### src/swclk_pkg.sv
package swclk_pkg;
	localparam int CLK_PERIOD_NS = 10;
	// Double-rate clock bounds: 4 MHz gives the shortest half period, 200 kHz the longest.
	localparam int DBL_HALF_MIN_NS = 125;
	localparam int DBL_HALF_MAX_NS = 2500;
	localparam int DBL_HALF_MIN_CYC = (DBL_HALF_MIN_NS + CLK_PERIOD_NS - 1) / CLK_PERIOD_NS;
	localparam int DBL_HALF_MAX_CYC = DBL_HALF_MAX_NS / CLK_PERIOD_NS;
	localparam int HALF_W = 8;
	localparam logic [HALF_W-1:0] HALF_MIN = HALF_W'(DBL_HALF_MIN_CYC);
	localparam logic [HALF_W-1:0] HALF_MAX = HALF_W'(DBL_HALF_MAX_CYC);
	// An applied clock counts as present while edges come closer than this.
	localparam int SYNC_TIMEOUT_NS = 10000;
	localparam int SYNC_TIMEOUT_CYC = SYNC_TIMEOUT_NS / CLK_PERIOD_NS;
	localparam int TMR_W = 11;
	localparam logic [TMR_W-1:0] TMR_LIMIT = TMR_W'(SYNC_TIMEOUT_CYC);
	localparam int SYNC_STAGES = 2;
	// Synchronised input vector: bit positions.
	localparam int IN_W = 9 + HALF_W;
	localparam int B_RES = 0;
	localparam int B_SYNC = 1;
	localparam int B_SSREF = 2;
	localparam int B_SS1V = 3;
	localparam int B_UVLO = 4;
	localparam int B_REFOK = 5;
	localparam int B_EN = 6;
	localparam int B_FLTCLR = 7;
	localparam int B_THERM = 8;
	localparam int B_HALF = 9;
	typedef enum logic {MODE_EXT, MODE_INT} osc_mode_t;
endpackage : swclk_pkg

### src/pin_sync_if.sv
`timescale 1ns/1ps
`default_nettype none
interface pin_sync_if;
	import swclk_pkg::*;
	logic [IN_W-1:0] raw;
	logic [IN_W-1:0] synced;
	modport src (output raw, input synced);
	modport syn (input raw, output synced);
endinterface : pin_sync_if
`default_nettype wire

### src/swclk_ctrl.sv
// How it works
// - Mode comes from the resistor pin: populated is internal, floating is external.
// - Resistor setting picks the oscillator period, clamped to 100 kHz..2 MHz switching.
// - Without a resistor the internal oscillator never runs or switches.
// - Internal mode drives the shared clock pin with the double-rate clock.
// - The driven shared clock is in phase with the primary drive outputs.
// - Floating resistor pin selects external mode; shared clock pin becomes input.
// - External mode switches at half the received clock frequency.
// - External clock is inverted; cycles start on its falling edges.
// - External mode keeps primary drives low until the clock is present.
// - A secondary inverts the clock, giving 90 or 270 degree offset.
// - Soft start done flags once the ramp passes the reference comparator.
// - Rectifier drives stay low until the ramp passes the 1 V comparator.
// - Switching needs supply, reference, enable, fault clear and thermal all good.
`timescale 1ns/1ps
`default_nettype none
module swclk_ctrl
	import swclk_pkg::*;
(
	// Clock, reset and enable.
	input wire logic CLK,
	input wire logic RESET,
	input wire logic CE,
	// Configuration pins.
	input wire logic FREQ_SET_RESISTOR_PIN,
	input wire logic [HALF_W-1:0] FREQ_HALF_PERIOD,
	// Shared clock pin.
	input wire logic SYNC_I,
	output logic SYNC_O,
	output logic SYNC_OE,
	// Soft-start comparators and start qualifiers.
	input wire logic SS_ABOVE_REF,
	input wire logic SS_ABOVE_1V,
	input wire logic SUPPLY_OK,
	input wire logic REF_OK,
	input wire logic ENABLE,
	input wire logic FAULT_CLEAR,
	input wire logic THERMAL_OK,
	// Drives and status.
	output logic PRIMARY_DRIVE_A,
	output logic PRIMARY_DRIVE_B,
	output logic RECTIFIER_DRIVE_A,
	output logic RECTIFIER_DRIVE_B,
	output logic SS_DONE,
	output logic CLOCK_PRESENT
);
	pin_sync_if pins ();
	logic [IN_W-1:0] s;
	osc_mode_t mode_q;
	logic run_q;
	logic [HALF_W-1:0] half_lim;
	logic [HALF_W-1:0] osc_cnt_q;
	logic osc_q;
	logic osc_prev_q;
	logic sync_prev_q;
	logic [TMR_W-1:0] tmr_q;
	logic present_q;
	logic tick;
	logic dbl_lvl;
	logic phase_q;
	logic phase_d;
	logic active;

	// Every input except CLK, RESET and CE passes two flops before any logic reads it.
	assign pins.raw = {FREQ_HALF_PERIOD, THERMAL_OK, FAULT_CLEAR, ENABLE, REF_OK, SUPPLY_OK,
		SS_ABOVE_1V, SS_ABOVE_REF, SYNC_I, FREQ_SET_RESISTOR_PIN};
	assign s = pins.synced;

	pin_sync #(.STAGES(SYNC_STAGES)) u_sync (
		.clk(CLK),
		.reset(RESET),
		.ce(CE),
		.p(pins.syn)
	);

	always_ff @(posedge CLK) begin
		if (RESET) begin
			mode_q <= MODE_EXT;
			run_q <= 1'b0;
		end else if (CE) begin
			mode_q <= s[B_RES] ? MODE_INT : MODE_EXT;
			run_q <= s[B_UVLO] & s[B_REFOK] & s[B_EN] & s[B_FLTCLR] & s[B_THERM];
		end
	end

	// A bad resistor setting is clamped rather than letting the rate leave its range.
	always_comb begin
		half_lim = s[B_HALF +: HALF_W];
		if (half_lim < HALF_MIN) begin
			half_lim = HALF_MIN;
		end else if (half_lim > HALF_MAX) begin
			half_lim = HALF_MAX;
		end
	end

	always_ff @(posedge CLK) begin
		if (RESET) begin
			osc_cnt_q <= '0;
			osc_q <= 1'b0;
			osc_prev_q <= 1'b0;
		end else if (CE) begin
			osc_prev_q <= osc_q;
			if (mode_q != MODE_INT || !run_q) begin
				osc_cnt_q <= '0;
				osc_q <= 1'b0;
			end else if (osc_cnt_q >= half_lim - 8'h01) begin
				osc_cnt_q <= '0;
				osc_q <= ~osc_q;
			end else begin
				osc_cnt_q <= osc_cnt_q + 8'h01;
			end
		end
	end

	// Whichever edge a secondary first sees sets the 90 or 270 degree offset.
	always_comb begin
		if (mode_q == MODE_INT) begin
			tick = osc_q & ~osc_prev_q;
			dbl_lvl = osc_q;
		end else begin
			tick = sync_prev_q & ~s[B_SYNC];
			dbl_lvl = ~s[B_SYNC];
		end
	end

	always_ff @(posedge CLK) begin
		if (RESET) begin
			sync_prev_q <= 1'b0;
			tmr_q <= TMR_LIMIT;
			present_q <= 1'b0;
		end else if (CE) begin
			sync_prev_q <= s[B_SYNC];
			// Presence restarts after a mode change; internal clock edges still in the synchroniser can still set it.
			if (mode_q == MODE_INT) begin
				tmr_q <= TMR_LIMIT;
				present_q <= 1'b0;
			end else if (sync_prev_q != s[B_SYNC]) begin
				tmr_q <= '0;
				present_q <= 1'b1;
			end else if (tmr_q < TMR_LIMIT) begin
				tmr_q <= tmr_q + 11'h001;
			end else begin
				present_q <= 1'b0;
			end
		end
	end

	assign active = run_q & (mode_q == MODE_INT || present_q);
	assign phase_d = tick ? ~phase_q : phase_q;

	always_ff @(posedge CLK) begin
		if (RESET) begin
			phase_q <= 1'b1;
		end else if (CE) begin
			phase_q <= active ? phase_d : 1'b1;
		end
	end

	// Drives and the clock out share one register stage so they stay aligned.
	always_ff @(posedge CLK) begin
		if (RESET) begin
			PRIMARY_DRIVE_A <= 1'b0;
			PRIMARY_DRIVE_B <= 1'b0;
			RECTIFIER_DRIVE_A <= 1'b0;
			RECTIFIER_DRIVE_B <= 1'b0;
			SYNC_O <= 1'b0;
			SYNC_OE <= 1'b0;
			SS_DONE <= 1'b0;
			CLOCK_PRESENT <= 1'b0;
		end else if (CE) begin
			PRIMARY_DRIVE_A <= active & ~phase_d & dbl_lvl;
			PRIMARY_DRIVE_B <= active & phase_d & dbl_lvl;
			RECTIFIER_DRIVE_A <= active & s[B_SS1V] & ~phase_d & ~dbl_lvl;
			RECTIFIER_DRIVE_B <= active & s[B_SS1V] & phase_d & ~dbl_lvl;
			SYNC_O <= osc_q & (mode_q == MODE_INT);
			SYNC_OE <= (mode_q == MODE_INT);
			SS_DONE <= run_q & s[B_SSREF];
			CLOCK_PRESENT <= present_q | (mode_q == MODE_INT);
		end
	end
endmodule : swclk_ctrl
`default_nettype wire

### src/pin_sync.sv
`timescale 1ns/1ps
`default_nettype none
module pin_sync
	import swclk_pkg::*;
#(
	parameter int STAGES = SYNC_STAGES
) (
	input wire logic clk,
	input wire logic reset,
	input wire logic ce,
	pin_sync_if.syn p
);
	logic [IN_W-1:0] stage_q [STAGES];

	always_ff @(posedge clk) begin
		if (reset) begin
			for (int i = 0; i < STAGES; i++) begin
				stage_q[i] <= '0;
			end
		end else if (ce) begin
			stage_q[0] <= p.raw;
			for (int i = 1; i < STAGES; i++) begin
				stage_q[i] <= stage_q[i-1];
			end
		end
	end

	assign p.synced = stage_q[STAGES-1];
endmodule : pin_sync
`default_nettype wire

### config.mk
export PLATFORM = sky130hd
export DESIGN_NAME = swclk_ctrl
export DESIGN_NICKNAME = d
export VERILOG_FILES = /design/src/swclk_pkg.sv /design/src/pin_sync_if.sv /design/src/swclk_ctrl.sv /design/src/pin_sync.sv
export SDC_FILE = /design/constraint.sdc
export NUM_CORES = 1
export LEC_CHECK = 0
export BUFFER_PORTS_ARGS = -buffer_cell sky130_fd_sc_hd__buf_2
export CAP_MARGIN = 20
export CORE_MARGIN = 8
export CORE_UTILIZATION = 49
export CTS_CLUSTER_DIAMETER = 40
export DETAILED_ROUTE_END_ITERATION = 6
export GPL_ROUTABILITY_DRIVEN = 1
export PLACE_DENSITY = 0.71
export SETUP_SLACK_MARGIN = 0.05
export SLEW_MARGIN = 20
export SYNTH_ARGS = -nofsm -noshare
export SYNTH_HDL_FRONTEND = slang
export SYNTH_SLANG_ARGS = --single-unit
### constraint.sdc
create_clock -name CLK -period 4.55 [get_ports CLK]
set_input_delay 0.2275 -clock CLK [delete_from_list [all_inputs] [get_ports CLK]]
set_output_delay 0.2275 -clock CLK [all_outputs]
set_load 0.05 [all_outputs]
==> out/qor.txt <==
Status: completed
Hold_buf cts: 0
Seq cells post-synth: 68
Final Cell Area: 3560 sq um
Share of cells above drive strength 1: 0.155
Vias in the first global route: 2053
Fin crit period: 3.52 ns
CP endpoint kind: register
# fillers: 558
Final hold viol count: 0
Global Route Usage Sum: 0.130
DR pass1 iterations: 5
Routed vias: 2230
Number of CTS-inserted buffers: 9
Dpl hpwl: 3720 microns
Number of flops mapped to enable cells by yosys: 34
CTS tree: yes
CTS H-tree depth: 3
RSZ-0062 raised after global routing: false
First-pass GRT wire length: 9320 microns
DR vias/cell: 5.40
Finished Layout Cells: 413
CTS clk-pin slew, worst paths: 0.07 ns
Clk sinks: 68
Wire per inst: 13.2 microns
Final Cycle Share: 0.775
Crit Path Max Fanout: 9
Worst IR Drop VDD: 0.261 mV
Post-route ant nets: 0
Synth Instances: 304
Initial Util: 0.504
Critical path class: reg2reg
Seq/Total Area, Yosys: 0.535
Full die area: 9330 sq um
GPL Wtd Cong: 0.814
Max Freq: 0.284 GHz
Clock Latency Late Sink: 0.34 ns
HP Class: in2reg
Die Wd: 96.6 microns
Placed Instances: 397
DRT iter0 DRCs: 140
Final nets: 362
Post-CTS Resized: 0
Std cell rows: 29
TNS Setup: 0 ns
Startpoint types: register
IO Pins: 28
Mapped Nets: 335
Largest net degree at the start of global routing: 36
Critical Path RT: 4.82 ns
Syn_area_per_cell: 10.5 sq um
Post-CTS Setup Bufs: 0
Maxcap violations: 0
Final Max Slew Viols: 0
Synth Cell Area: 3180 sq um
Power Density: 366 nW/um^2
Ant diodes: 0
Ys async rst share: 0
GR Overflow Total: 0
Worst Path Arrival: 3.79 ns
Area grow syn2layout: 11.9%
Core Box Area: 6310 sq um
Final Util: 0.564
Initial antenna violation count: 0
Predominant post-synthesis flop cell: edfxtp_1
Die height: 96.6 microns
CTS Buffer Depth: 2
Final wirelength: 5450 microns
Post-route DRC: 0
Synth warnings: 0
Dpl cell area: 3370 sq um
Post-synth cell types: 50
Clk root buf: clkbuf_8
Final setup viols: 0
Rel. slew slack: 0.619
Clock skew: 0.0110 ns
Actual slew at the worst max-slew pin: 0.567 ns
Leak: 1.42 nW
IO buf count: 27
-- layer usage --
| metal | vias up | wire length, microns | global-route usage |
|---|---|---|---|
| met4 | 0 | 45 | 0.0643 |
| met5 | - | 0 | 0 |
| met3 | 2 | 282 | 0.0510 |
| li1 | 1169 | - | - |
| met2 | 44 | 2510 | 0.197 |
| met1 | 1015 | 2610 | 0.158 |
-- cells by family after synthesis --
| kind of cell | after synthesis | synth area share |
|---|---|---|
| buffers and inverters | 20 | 0.0263 |
| and+or+nand+nor | 122 | 0.204 |
| adders and majority gates | 11 | 0.0432 |
| AOI/OAI and AO/OA | 70 | 0.154 |
| xor gates and xnor gates | 8 | 0.0220 |
| DFF | 68 | 0.535 |
| muxes | 5 | 0.0157 |
-- synthesized netlist by cell type, types with 6 or more instances --
library cell	n	area (sq um)
and2_1	34	213
and3_1	6	37.5
nand2_1	24	90.1
xor2_1	6	52.6
dfxtp_1	34	681
inv_1	7	26.3
a31oi_1	6	37.5
nor2_1	23	86.3
a21oi_1	17	85.1
edfxtp_1	34	1020
o21ai_0	12	60.1
clkbuf_1	10	37.5
nand3_1	9	45.0
ha_1	11	138
-- power breakdown --
group	total [W]	switching [W]	internal, W
Sequential	0.000696	0.0000201	0.000676
Combinational	0.000131	0.0000789	0.0000521
Clock	0.000476	0.000223	0.000253
-- registers in the layout, indices dropped and copies added (netlist names) --
| signal | count |
|---|---|
| CLOCK_PRESENT | 1 |
| PRIMARY_DRIVE_A | 1 |
| PRIMARY_DRIVE_B | 1 |
| RECTIFIER_DRIVE_A | 1 |
| RECTIFIER_DRIVE_B | 1 |
| SS_DONE | 1 |
| SYNC_O | 1 |
| SYNC_OE | 1 |
| mode_q | 1 |
| osc_cnt_q | 8 |
| osc_prev_q | 1 |
| osc_q | 1 |
| phase_q | 1 |
| present_q | 1 |
| run_q | 1 |
| sync_prev_q | 1 |
| tmr_q | 11 |
| u_sync.stage_q | 34 |
-- stage by stage --
stage	total power (W)	hold slack [ns]	worst slack [ns]
after floorplan	0.000808	0.426	1.36
after global placement	0.000836	0.437	1.22
after detailed placement	0.000840	0.444	1.05
after CTS	0.00132	0.139	1.04
after global routing	0.00137	0.135	0.754
final	0.00130	0.158	1.03
-- layout by cell type, fill, tap and decap left out, drive strengths merged, types with 8 or more instances in the layout --
| cell | n |
|---|---|
| nand2 | 24 |
| clkbuf | 10 |
| ha | 11 |
| and2 | 34 |
| nand3 | 10 |
| dfxtp | 34 |
| o21ai | 14 |
| a21oi | 20 |
| edfxtp | 34 |
| nor2 | 23 |
| buf | 29 |
| inv | 8 |
-- final cells by class --
class / instances / area (sq um) / area share
clock buffers: 10 / 128 / 0.0358
clock inverters: 6 / 63.8 / 0.0179
inverters: 7 / 26.3 / 0.00737
multi-input cells: 216 / 1400 / 0.392
flip-flops and latches: 68 / 1700 / 0.478
well taps: 77 / 96.3 / 0.0270
repair buffers: 29 / 150 / 0.0421
-- worst max-delay path: stages (launching register included) --
cell and delay (ns):
edfxtp_1 0.51, or4_4 0.57, a21oi_2 0.17, a21oi_1 0.06
o21ai_0 0.07, ha_1 0.20, nand2_1 0.12, nor4_1 0.20
a21oi_1 0.11, ha_1 0.29, nand2_1 0.05, o211a_1 0.22
o21ai_1 0.24, a21oi_2 0.10, or4_1 0.41, a21oi_1 0.12
-- path summary, 6_finish.rpt --
path         cells after the start             startpoint  slack (ns)                   end
max                             15  u_sync.stage_q[0][30]        1.03                 osc_q
min                              2  FREQ_SET_RESISTOR_PIN        0.16  u_sync.stage_q[0][0]
max reg2reg                     15  u_sync.stage_q[0][30]        1.03                 osc_q
min reg2reg                      2        PRIMARY_DRIVE_B        0.46       PRIMARY_DRIVE_B
No activity file was read; power rests on OpenSTA's default activity.
